<file path="src/ast_pkg.sv">
package ast_pkg;

  // character, divider and counter widths and fifo depth
  localparam int unsigned DATA_W       = 8;
  localparam int unsigned CHAR_W       = 9;
  localparam int unsigned FIFO_DEPTH   = 4;
  localparam int unsigned DIV_W        = 16;
  localparam int unsigned CNT_W        = 4;

  // line levels before polarity is applied
  localparam logic        MARK_LEVEL   = 1'h1;
  localparam logic        SPACE_LEVEL  = 1'h0;

  // data bits per frame
  localparam logic [3:0]  BITS_EIGHT   = 4'h8;
  localparam logic [3:0]  BITS_NINE    = 4'h9;
  // break: start bit plus twelve space bits gives thirteen bit times low
  localparam logic [3:0]  BITS_BREAK   = 4'hC;

  // reset values
  localparam logic [15:0] BAUD_CNT_RST = 16'h0000;
  localparam logic [8:0]  CHAR_RST     = 9'h000;
  localparam logic [3:0]  CNT_RST      = 4'h0;
  localparam logic        FLAG_RST     = 1'h0;
  localparam logic        EMPTY_RST    = 1'h1;

  typedef enum logic [1:0] {
    ST_IDLE,
    ST_START,
    ST_DATA,
    ST_STOP
  } ast_state_type;

  // one character as written: ninth bit travels with the low byte
  typedef struct packed {
    logic       ninth;
    logic [7:0] data;
  } ast_char_type;

  // static configuration and enables
  typedef struct packed {
    logic        transmit_enable;
    logic        serial_port_enable;
    logic        clocked_mode_select;
    logic        nine_bit_char_select;
    logic        transmit_invert_select;
    logic        divider_16bit_select;
    logic [15:0] baud_divider;
  } ast_config_type;

  // serial output group
  typedef struct packed {
    logic pin_out;
    logic pin_oe;
    logic logic_cell;
    logic modulator;
  } ast_serial_type;

endpackage

</file>
<file path="src/ast_transmitter.sv">
`timescale 1ns/100ps
module ast_transmitter (
  // clock, reset and clock enable
  input  wire logic                    CLK,
  input  wire logic                    RESETN,
  input  wire logic                    CE,
  // configuration shared with the receiver
  input  wire ast_pkg::ast_config_type CONFIG,
  // character write port
  input  wire logic                    WRITE_STROBE,
  input  wire ast_pkg::ast_char_type   WRITE_CHAR,
  input  wire logic                    SEND_BREAK,
  output logic                         WRITE_READY,
  // status
  output logic                         TRANSMIT_BUFFER_EMPTY_FLAG,
  output logic                         SHIFT_REGISTER_EMPTY,
  // serial output
  output ast_pkg::ast_serial_type      SERIAL
);
  import ast_pkg::*;

  typedef struct packed {
    ast_state_type  state;
    logic [8:0]     shift;
    logic [3:0]     bits_left;
    logic [15:0]    baud_cnt;
    logic           hold_valid;
    ast_char_type   hold_char;
    logic           hold_break;
    logic           line;
    logic           tbe_flag;
    logic           sr_empty;
    ast_serial_type serial;
  } ast_tx_state_type;

  ast_tx_state_type s_reg;
  ast_tx_state_type s_next;

  // write port into the fifo: break requests ride along as a tenth bit
  logic        fifo_in_valid;
  logic [9:0]  fifo_in_data;
  logic        fifo_in_ready;
  logic        fifo_out_valid;
  logic [9:0]  fifo_out_data;
  logic        fifo_out_ready;
  logic        tx_active;
  logic        bit_done;
  logic        out_level;

  // reload value for one bit period, divider interval is reload plus one
  function automatic logic [15:0] bit_reload(input ast_config_type cfg);
    if (cfg.divider_16bit_select) begin
      bit_reload = cfg.baud_divider;
    end else begin
      bit_reload = {8'h00, cfg.baud_divider[7:0]};
    end
  endfunction

  // number of data bits for a frame about to be loaded
  function automatic logic [3:0] frame_bits(input logic brk, input logic nine);
    if (brk) begin
      frame_bits = BITS_BREAK;
    end else if (nine) begin
      frame_bits = BITS_NINE;
    end else begin
      frame_bits = BITS_EIGHT;
    end
  endfunction

  // ninth bit sampled at the low byte write, never later
  assign fifo_in_valid = WRITE_STROBE;
  assign fifo_in_data  = {SEND_BREAK, WRITE_CHAR};

  // holding buffer drains the fifo only while it is free
  assign fifo_out_ready = !s_reg.hold_valid && tx_active;

  ast_fifo #(
    .WIDTH (10),
    .DEPTH (FIFO_DEPTH)
  ) ast_fifo_inst (
    .clk       (CLK),
    .resetn    (RESETN),
    .ce        (CE),
    .in_valid  (fifo_in_valid),
    .in_data   (fifo_in_data),
    .in_ready  (fifo_in_ready),
    .out_valid (fifo_out_valid),
    .out_data  (fifo_out_data),
    .out_ready (fifo_out_ready)
  );

  assign WRITE_READY = fifo_in_ready;

  // same format and rate bits as the receiver, no private copy here
  assign tx_active = CONFIG.transmit_enable && CONFIG.serial_port_enable
                     && !CONFIG.clocked_mode_select;

  assign bit_done = (s_reg.baud_cnt == BAUD_CNT_RST);

  always_comb begin
    s_next    = s_reg;
    out_level = MARK_LEVEL;

    // holding buffer fills from the fifo
    if (fifo_out_ready && fifo_out_valid) begin
      s_next.hold_valid = 1'b1;
      s_next.hold_char  = ast_char_type'(fifo_out_data[8:0]);
      s_next.hold_break = fifo_out_data[9];
    end

    unique case (s_reg.state)
      ST_IDLE: begin
        s_next.line = MARK_LEVEL;
        if (s_reg.hold_valid) begin
          // empty shift register takes the character at once
          s_next.state      = ST_START;
          s_next.shift      = s_reg.hold_break ? CHAR_RST : s_reg.hold_char;
          s_next.bits_left  = frame_bits(s_reg.hold_break,
                                         CONFIG.nine_bit_char_select);
          s_next.baud_cnt   = bit_reload(CONFIG);
          s_next.hold_valid = 1'b0;
          s_next.line       = SPACE_LEVEL;
        end
      end
      ST_START: begin
        s_next.line = SPACE_LEVEL;
        if (bit_done) begin
          s_next.state    = ST_DATA;
          s_next.baud_cnt = bit_reload(CONFIG);
          s_next.line     = s_reg.shift[0];
        end else begin
          s_next.baud_cnt = 16'(s_reg.baud_cnt - 1'b1);
        end
      end
      ST_DATA: begin
        // level held for the whole bit, no return between equal bits
        s_next.line = s_reg.shift[0];
        if (bit_done) begin
          s_next.baud_cnt  = bit_reload(CONFIG);
          s_next.shift     = {1'b0, s_reg.shift[8:1]};
          s_next.bits_left = 4'(s_reg.bits_left - 1'b1);
          if (s_reg.bits_left == 4'h1) begin
            s_next.state = ST_STOP;
            s_next.line  = MARK_LEVEL;
          end else begin
            s_next.line = s_reg.shift[1];
          end
        end else begin
          s_next.baud_cnt = 16'(s_reg.baud_cnt - 1'b1);
        end
      end
      ST_STOP: begin
        s_next.line = MARK_LEVEL;
        if (bit_done) begin
          if (s_reg.hold_valid) begin
            // waiting character moves in the cycle the stop bit ends
            s_next.state      = ST_START;
            s_next.shift      = s_reg.hold_break ? CHAR_RST : s_reg.hold_char;
            s_next.bits_left  = frame_bits(s_reg.hold_break,
                                           CONFIG.nine_bit_char_select);
            s_next.baud_cnt   = bit_reload(CONFIG);
            s_next.hold_valid = 1'b0;
            s_next.line       = SPACE_LEVEL;
          end else begin
            s_next.state = ST_IDLE;
          end
        end else begin
          s_next.baud_cnt = 16'(s_reg.baud_cnt - 1'b1);
        end
      end
    endcase

    // losing an enable abandons the frame and the held character
    if (!tx_active) begin
      s_next.state      = ST_IDLE;
      s_next.line       = MARK_LEVEL;
      s_next.hold_valid = 1'b0;
      s_next.baud_cnt   = BAUD_CNT_RST;
      s_next.bits_left  = CNT_RST;
    end

    // shift register counts as busy from load until the stop bit ends
    s_next.sr_empty = (s_next.state == ST_IDLE);

    // flag follows enable and an empty path, no software write exists
    s_next.tbe_flag = CONFIG.transmit_enable && !s_next.hold_valid
                      && !fifo_out_valid;

    // inversion is an async-only feature; clocked mode keeps plain levels
    if (CONFIG.clocked_mode_select) begin
      out_level = s_next.line;
    end else begin
      out_level = s_next.line ^ CONFIG.transmit_invert_select;
    end

    // no parity logic: the ninth bit is shifted exactly as written
    s_next.serial.pin_out    = out_level;
    s_next.serial.pin_oe     = CONFIG.serial_port_enable;
    s_next.serial.logic_cell = out_level;
    s_next.serial.modulator  = out_level;
  end

  always_ff @(posedge CLK or negedge RESETN) begin
    if (!RESETN) begin
      s_reg <= '{
        state:      ST_IDLE,
        shift:      CHAR_RST,
        bits_left:  CNT_RST,
        baud_cnt:   BAUD_CNT_RST,
        hold_valid: FLAG_RST,
        hold_char:  CHAR_RST,
        hold_break: FLAG_RST,
        line:       MARK_LEVEL,
        tbe_flag:   FLAG_RST,
        sr_empty:   EMPTY_RST,
        serial:     '{pin_out: MARK_LEVEL, pin_oe: FLAG_RST,
                      logic_cell: MARK_LEVEL, modulator: MARK_LEVEL}
      };
    end else if (CE) begin
      s_reg <= s_next;
    end
  end

  // all outputs straight from the state flops
  assign TRANSMIT_BUFFER_EMPTY_FLAG = s_reg.tbe_flag;
  assign SHIFT_REGISTER_EMPTY       = s_reg.sr_empty;
  assign SERIAL                     = s_reg.serial;

endmodule

</file>
<file path="src/ast_fifo.sv">
`timescale 1ns/100ps
module ast_fifo #(
  parameter int unsigned WIDTH = 9,
  parameter int unsigned DEPTH = 4
) (
  // clock and reset
  input  wire logic             clk,
  input  wire logic             resetn,
  input  wire logic             ce,
  // filling side
  input  wire logic             in_valid,
  input  wire logic [WIDTH-1:0] in_data,
  output logic                  in_ready,
  // draining side
  output logic                  out_valid,
  output logic [WIDTH-1:0]      out_data,
  input  wire logic             out_ready
);
  localparam int unsigned PTR_W = $clog2(DEPTH);

  typedef struct packed {
    logic [PTR_W-1:0] wr_ptr;
    logic [PTR_W-1:0] rd_ptr;
    logic [PTR_W:0]   count;
    logic             ready;
  } ast_fifo_state_type;

  logic [WIDTH-1:0]   mem [DEPTH];
  ast_fifo_state_type s_reg;
  ast_fifo_state_type s_next;
  logic               push;
  logic               pop;

  // ready is a flop so the filling side sees a clean level
  assign in_ready  = s_reg.ready;
  assign out_valid = (s_reg.count != '0);
  assign out_data  = mem[s_reg.rd_ptr];
  assign push      = in_valid && s_reg.ready;
  assign pop       = out_ready && out_valid;

  always_comb begin
    s_next = s_reg;
    if (push) begin
      s_next.wr_ptr = PTR_W'(s_reg.wr_ptr + 1'b1);
    end
    if (pop) begin
      s_next.rd_ptr = PTR_W'(s_reg.rd_ptr + 1'b1);
    end
    s_next.count = (PTR_W+1)'(s_reg.count + push - pop);
    s_next.ready = (s_next.count != (PTR_W+1)'(DEPTH));
  end

  always_ff @(posedge clk or negedge resetn) begin
    if (!resetn) begin
      s_reg <= '{wr_ptr: '0, rd_ptr: '0, count: '0, ready: 1'b1};
    end else if (ce) begin
      s_reg <= s_next;
    end
  end

  // storage has no reset, only written on push
  always_ff @(posedge clk) begin
    if (ce && push) begin
      mem[s_reg.wr_ptr] <= in_data;
    end
  end

endmodule

</file>
<file path="config.mk">
export PLATFORM = sky130hd
export DESIGN_NAME = ast_transmitter
export DESIGN_NICKNAME = d
export VERILOG_FILES = /design/src/ast_pkg.sv /design/src/ast_transmitter.sv /design/src/ast_fifo.sv
export SDC_FILE = /design/constraint.sdc
export NUM_CORES = 1
export LEC_CHECK = 0
export ABC_AREA = 1
export BUFFER_PORTS_ARGS = -buffer_cell sky130_fd_sc_hd__buf_4
export CAP_MARGIN = 20
export CORE_MARGIN = 5
export CORE_UTILIZATION = 47
export DETAILED_ROUTE_END_ITERATION = 8
export GPL_TIMING_DRIVEN = 1
export PLACE_DENSITY = 0.76
export SKIP_LAST_GASP = 1
export SLEW_MARGIN = 20
export SYNTH_ARGS = -nofsm -noshare
export SYNTH_HDL_FRONTEND = slang
export SYNTH_SLANG_ARGS = --single-unit
</file>
<file path="constraint.sdc">
create_clock -name CLK -period 2.8 [get_ports CLK]
set_input_delay 0.28 -clock CLK [delete_from_list [all_inputs] [get_ports CLK]]
set_output_delay 0.28 -clock CLK [all_outputs]
set_load 0.01 [all_outputs]
</file>
==> summary.txt <==
Setup path
  – Critical Setup Path Class: flop to flop
  – Cells on worst reg2reg path: 9
  – Setup crit start kind: flop
  – CP Capture Type: flop
  – Flop2flop setup slack: 530 ps
  – Worst path required time: 3110 ps
  – Crit path DAT: 2580 ps
  – Maximum fanout along the worst path: 3

Timing
  – Period utilization: 80.9%
  – Worst Clk Skew: 11.6 ps
  – Fmax: 441 MHz
  – Max_slew headroom: 53.5%
  – Final min period: 2270 ps
  – Final Hold Fails: 0
  – Min Hold Slack: 98.2 ps
  – Final setup TNS: 0 ps
  – Slew @ Worst Pin: 697 ps
  – RSZ-0062 raised after global routing: false
  – Setup violations, final: 0
  – Max Slew Vio Count: 0

Power
  – NetSw: 1500 µW
  – Maximum vdd drop: 0.528 mV
  – Sw Share: 37.5%
  – Power Total: 4000 µW
  – Reg power frac: 47.3%
  – Leakage: 0.00259 µW
  – PD cells: 696 mW/mm²
  – Clock Power Share: 21.2%
  – Comb pwr share: 31.5%
  – Int Pwr: 2500 µW

GRT
  – Met2 GRT Util: 29.2%
  – Overflow after GRT: 0
  – Gr usage total: 17.7%
  – Vias in the first global route: 4055
  – Met3 Usage GRT: 3.75%
  – Grt met1 use: 23.0%
  – Pin count of the biggest net entering global routing: 55
  – First-pass GRT wire length: 18.8 mm
  – Initial antenna violation count: 0
  – Gr busiest metal: met2

Final layout
  – Share of cells above drive strength 1: 15.2%
  – Area growth syn-to-layout: 11.9%
  – Number of flip-flops under the largest register name: 42
  – # fillers: 990
  – Layout Nets: 698
  – Number of diodes: 0

Drt
  – DR vias: 4191
  – Post-route ant nets: 0
  – Initial DRC Count: 238
  – Routed wire per std cell: 13.8 µm
  – Vias per cell: 5.30
  – Drt drc: 0
  – Overall routed net length: 10.9 mm
  – DR pass1 iterations: 5

Die
  – Die ar.: 0.0131 mm²
  – Row cnt: 38
  – Core Box Area: 0.0108 mm²
  – Die Span Y: 115 µm
  – Die width: 115 µm
  – # IOs: 43
  – Initial Util: 47.7%

Logic synthesis
  – Largest family of logic cells by synthesized area: simple AND/OR/NAND/NOR gates
  – Simple-Gate Fraction of Synth Area: 22.1%
  – Post-Synth XOR/XNOR Area: 2.89%
  – Post-synthesis mux area share: 0.219%
  – Yosys cell types: 44
  – Synth warn: 0
  – Syn_area_per_cell: 8.42 µm²
  – Synth Net Count: 663
  – Sequential-to-total area share from yosys stat: 49.7%
  – Synth Area in Adders: 4.04%
  – Cell Area, Synth: 0.00515 mm²
  – Seq cells post-synth: 94
  – Synth Area in Compound Gates: 14.3%
  – Syn Inst Count: 611

Clocking
  – CTS clock-pin slew for the worst setup and hold paths: 90 ps
  – CTS tree: built
  – CTS Buf Count: 9
  – CTS sink cnt: 94
  – Worst-Skew Late Latency: 380 ps
  – Root Buffer: clkbuf_8
  – # hold bufs at CTS: 1
  – Post-CTS setup buffer count: 0
  – H-Tree Depth: 3
  – Cts repair resizes: 0
  – Clock Path Buffers: 2

Placement
  – GPL Wtd Cong: 0.888
  – IO Port Bufs: 42
  – Detailed placer's ending HPWL: 7.93 mm

Hold path
  – Hold path cells: 1
  – Hold crit path type: input port to flop

Flow run
  – Max-cap check violation count: 0

Status
  – Status: finished clean
## synth_stat cells (all sizes together)
library cell,count,share of area (%)
a21boi,1,0.15
a21oi,37,3.7
a22o,1,0.17
a22oi,1,0.15
a311oi,1,0.17
a31oi,11,1.3
a32oi,1,0.17
buf,13,1.4
clkbuf,14,1.0
clkinv,1,0.073
dfrtp,51,25
dfstp,3,1.5
edfxtp,40,23
fa,1,0.39
ha,15,3.6
inv,58,4.2
mux2,1,0.22
nand2,134,10
nand3,20,1.9
nand4,4,0.49
nor2,106,8.6
nor3,4,0.71
nor4,1,0.12
o211ai,1,0.15
o21a,3,0.44
o21ai,59,6.0
o32a,1,0.19
o32ai,10,1.7
or2,1,0.12
xnor2,5,0.85
xor2,12,2.0
## metrics by stage
stage          setup slack [ps]  std cells  instance area, µm²  util [%]
2_1_floorplan               649        611                5150         -
4_1_cts                     527        791                5760      53.4
5_1_grt                     318        791                5760      53.4
3_5_place_dp                520        774                5570      51.6
3_3_place_gp                587        774                5570      51.6
6_report                    534        791                5760      53.4
## critical path: stages (launching register included)
cell and delay, ps:
dfrtp_1 410, nor3_1 280, nor3_2 100, ha_1 280, inv_1 40, ha_1 200
fa_1 370, xor2_1 160, nand2_1 80, o32a_1 280
## cell usage in the layout (no fill, tap or decap), drive strengths merged, types with 2 or more instances in the layout
cell      netlist  routed
inv            58      62
nand2         134     134
xnor2           5       5
edfxtp         40      40
ha             15      15
o21ai          59      59
dfrtp          51      51
buf            13      50
a21oi          37      37
a31oi          11      11
clkinvlp        0       2
nand3          20      20
nor3            4       4
o21a            3       3
nand4           4       4
clkbuf         14      10
nor2          106     106
dfstp           3       3
xor2           12      12
o32ai          10      10
## cell families after synthesis
family,after synthesis
buffers and inverters,86
and+or+nand+nor,270
muxes,1
adders and majority gates,16
AOI/OAI and AO/OA,127
DFF,94
xor gates and xnor gates,17
## layout make-up
type / instances / area (µm²) / share of cell area, %
flip-flops and latches: 94 / 2560 / 44.4
well taps: 140 / 175 / 3.04
inverters: 59 / 221 / 3.85
clock inverters: 6 / 50.0 / 0.869
repair buffers: 51 / 385 / 6.69
clock buffers: 10 / 128 / 2.22
multi-input cells: 431 / 2240 / 38.9
## power groups by stage
stage	combinational [µW]	clock (µW)	sequential [µW]
finish	1260	849	1900
detailed placement	1260	0	1920
global route	1440	917	1940
global placement	1220	0	1910
CTS	1270	872	1900
floorplan	1020	0	1810
## routing by layer
metal	wire length, µm	vias to the layer above
li1	-	2090
met1	4780	1976
met2	5390	107
met3	558	18
met4	188	0
met5	0	-
## worst paths after layout
check / from / endpoint
setup / recovery: ast_fifo_inst.s_reg[2] / ast_fifo_inst.in_ready
hold / removal: WRITE_CHAR[3] / ast_fifo_inst.mem[0][3]
setup reg to reg: ast_fifo_inst.s_reg[2] / ast_fifo_inst.in_ready
hold reg to reg: SHIFT_REGISTER_EMPTY / SHIFT_REGISTER_EMPTY
max in group asynchronous: RESETN / s_reg[48]
min in group asynchronous: RESETN / s_reg[35]
No activity file was read; power rests on OpenSTA's default activity.
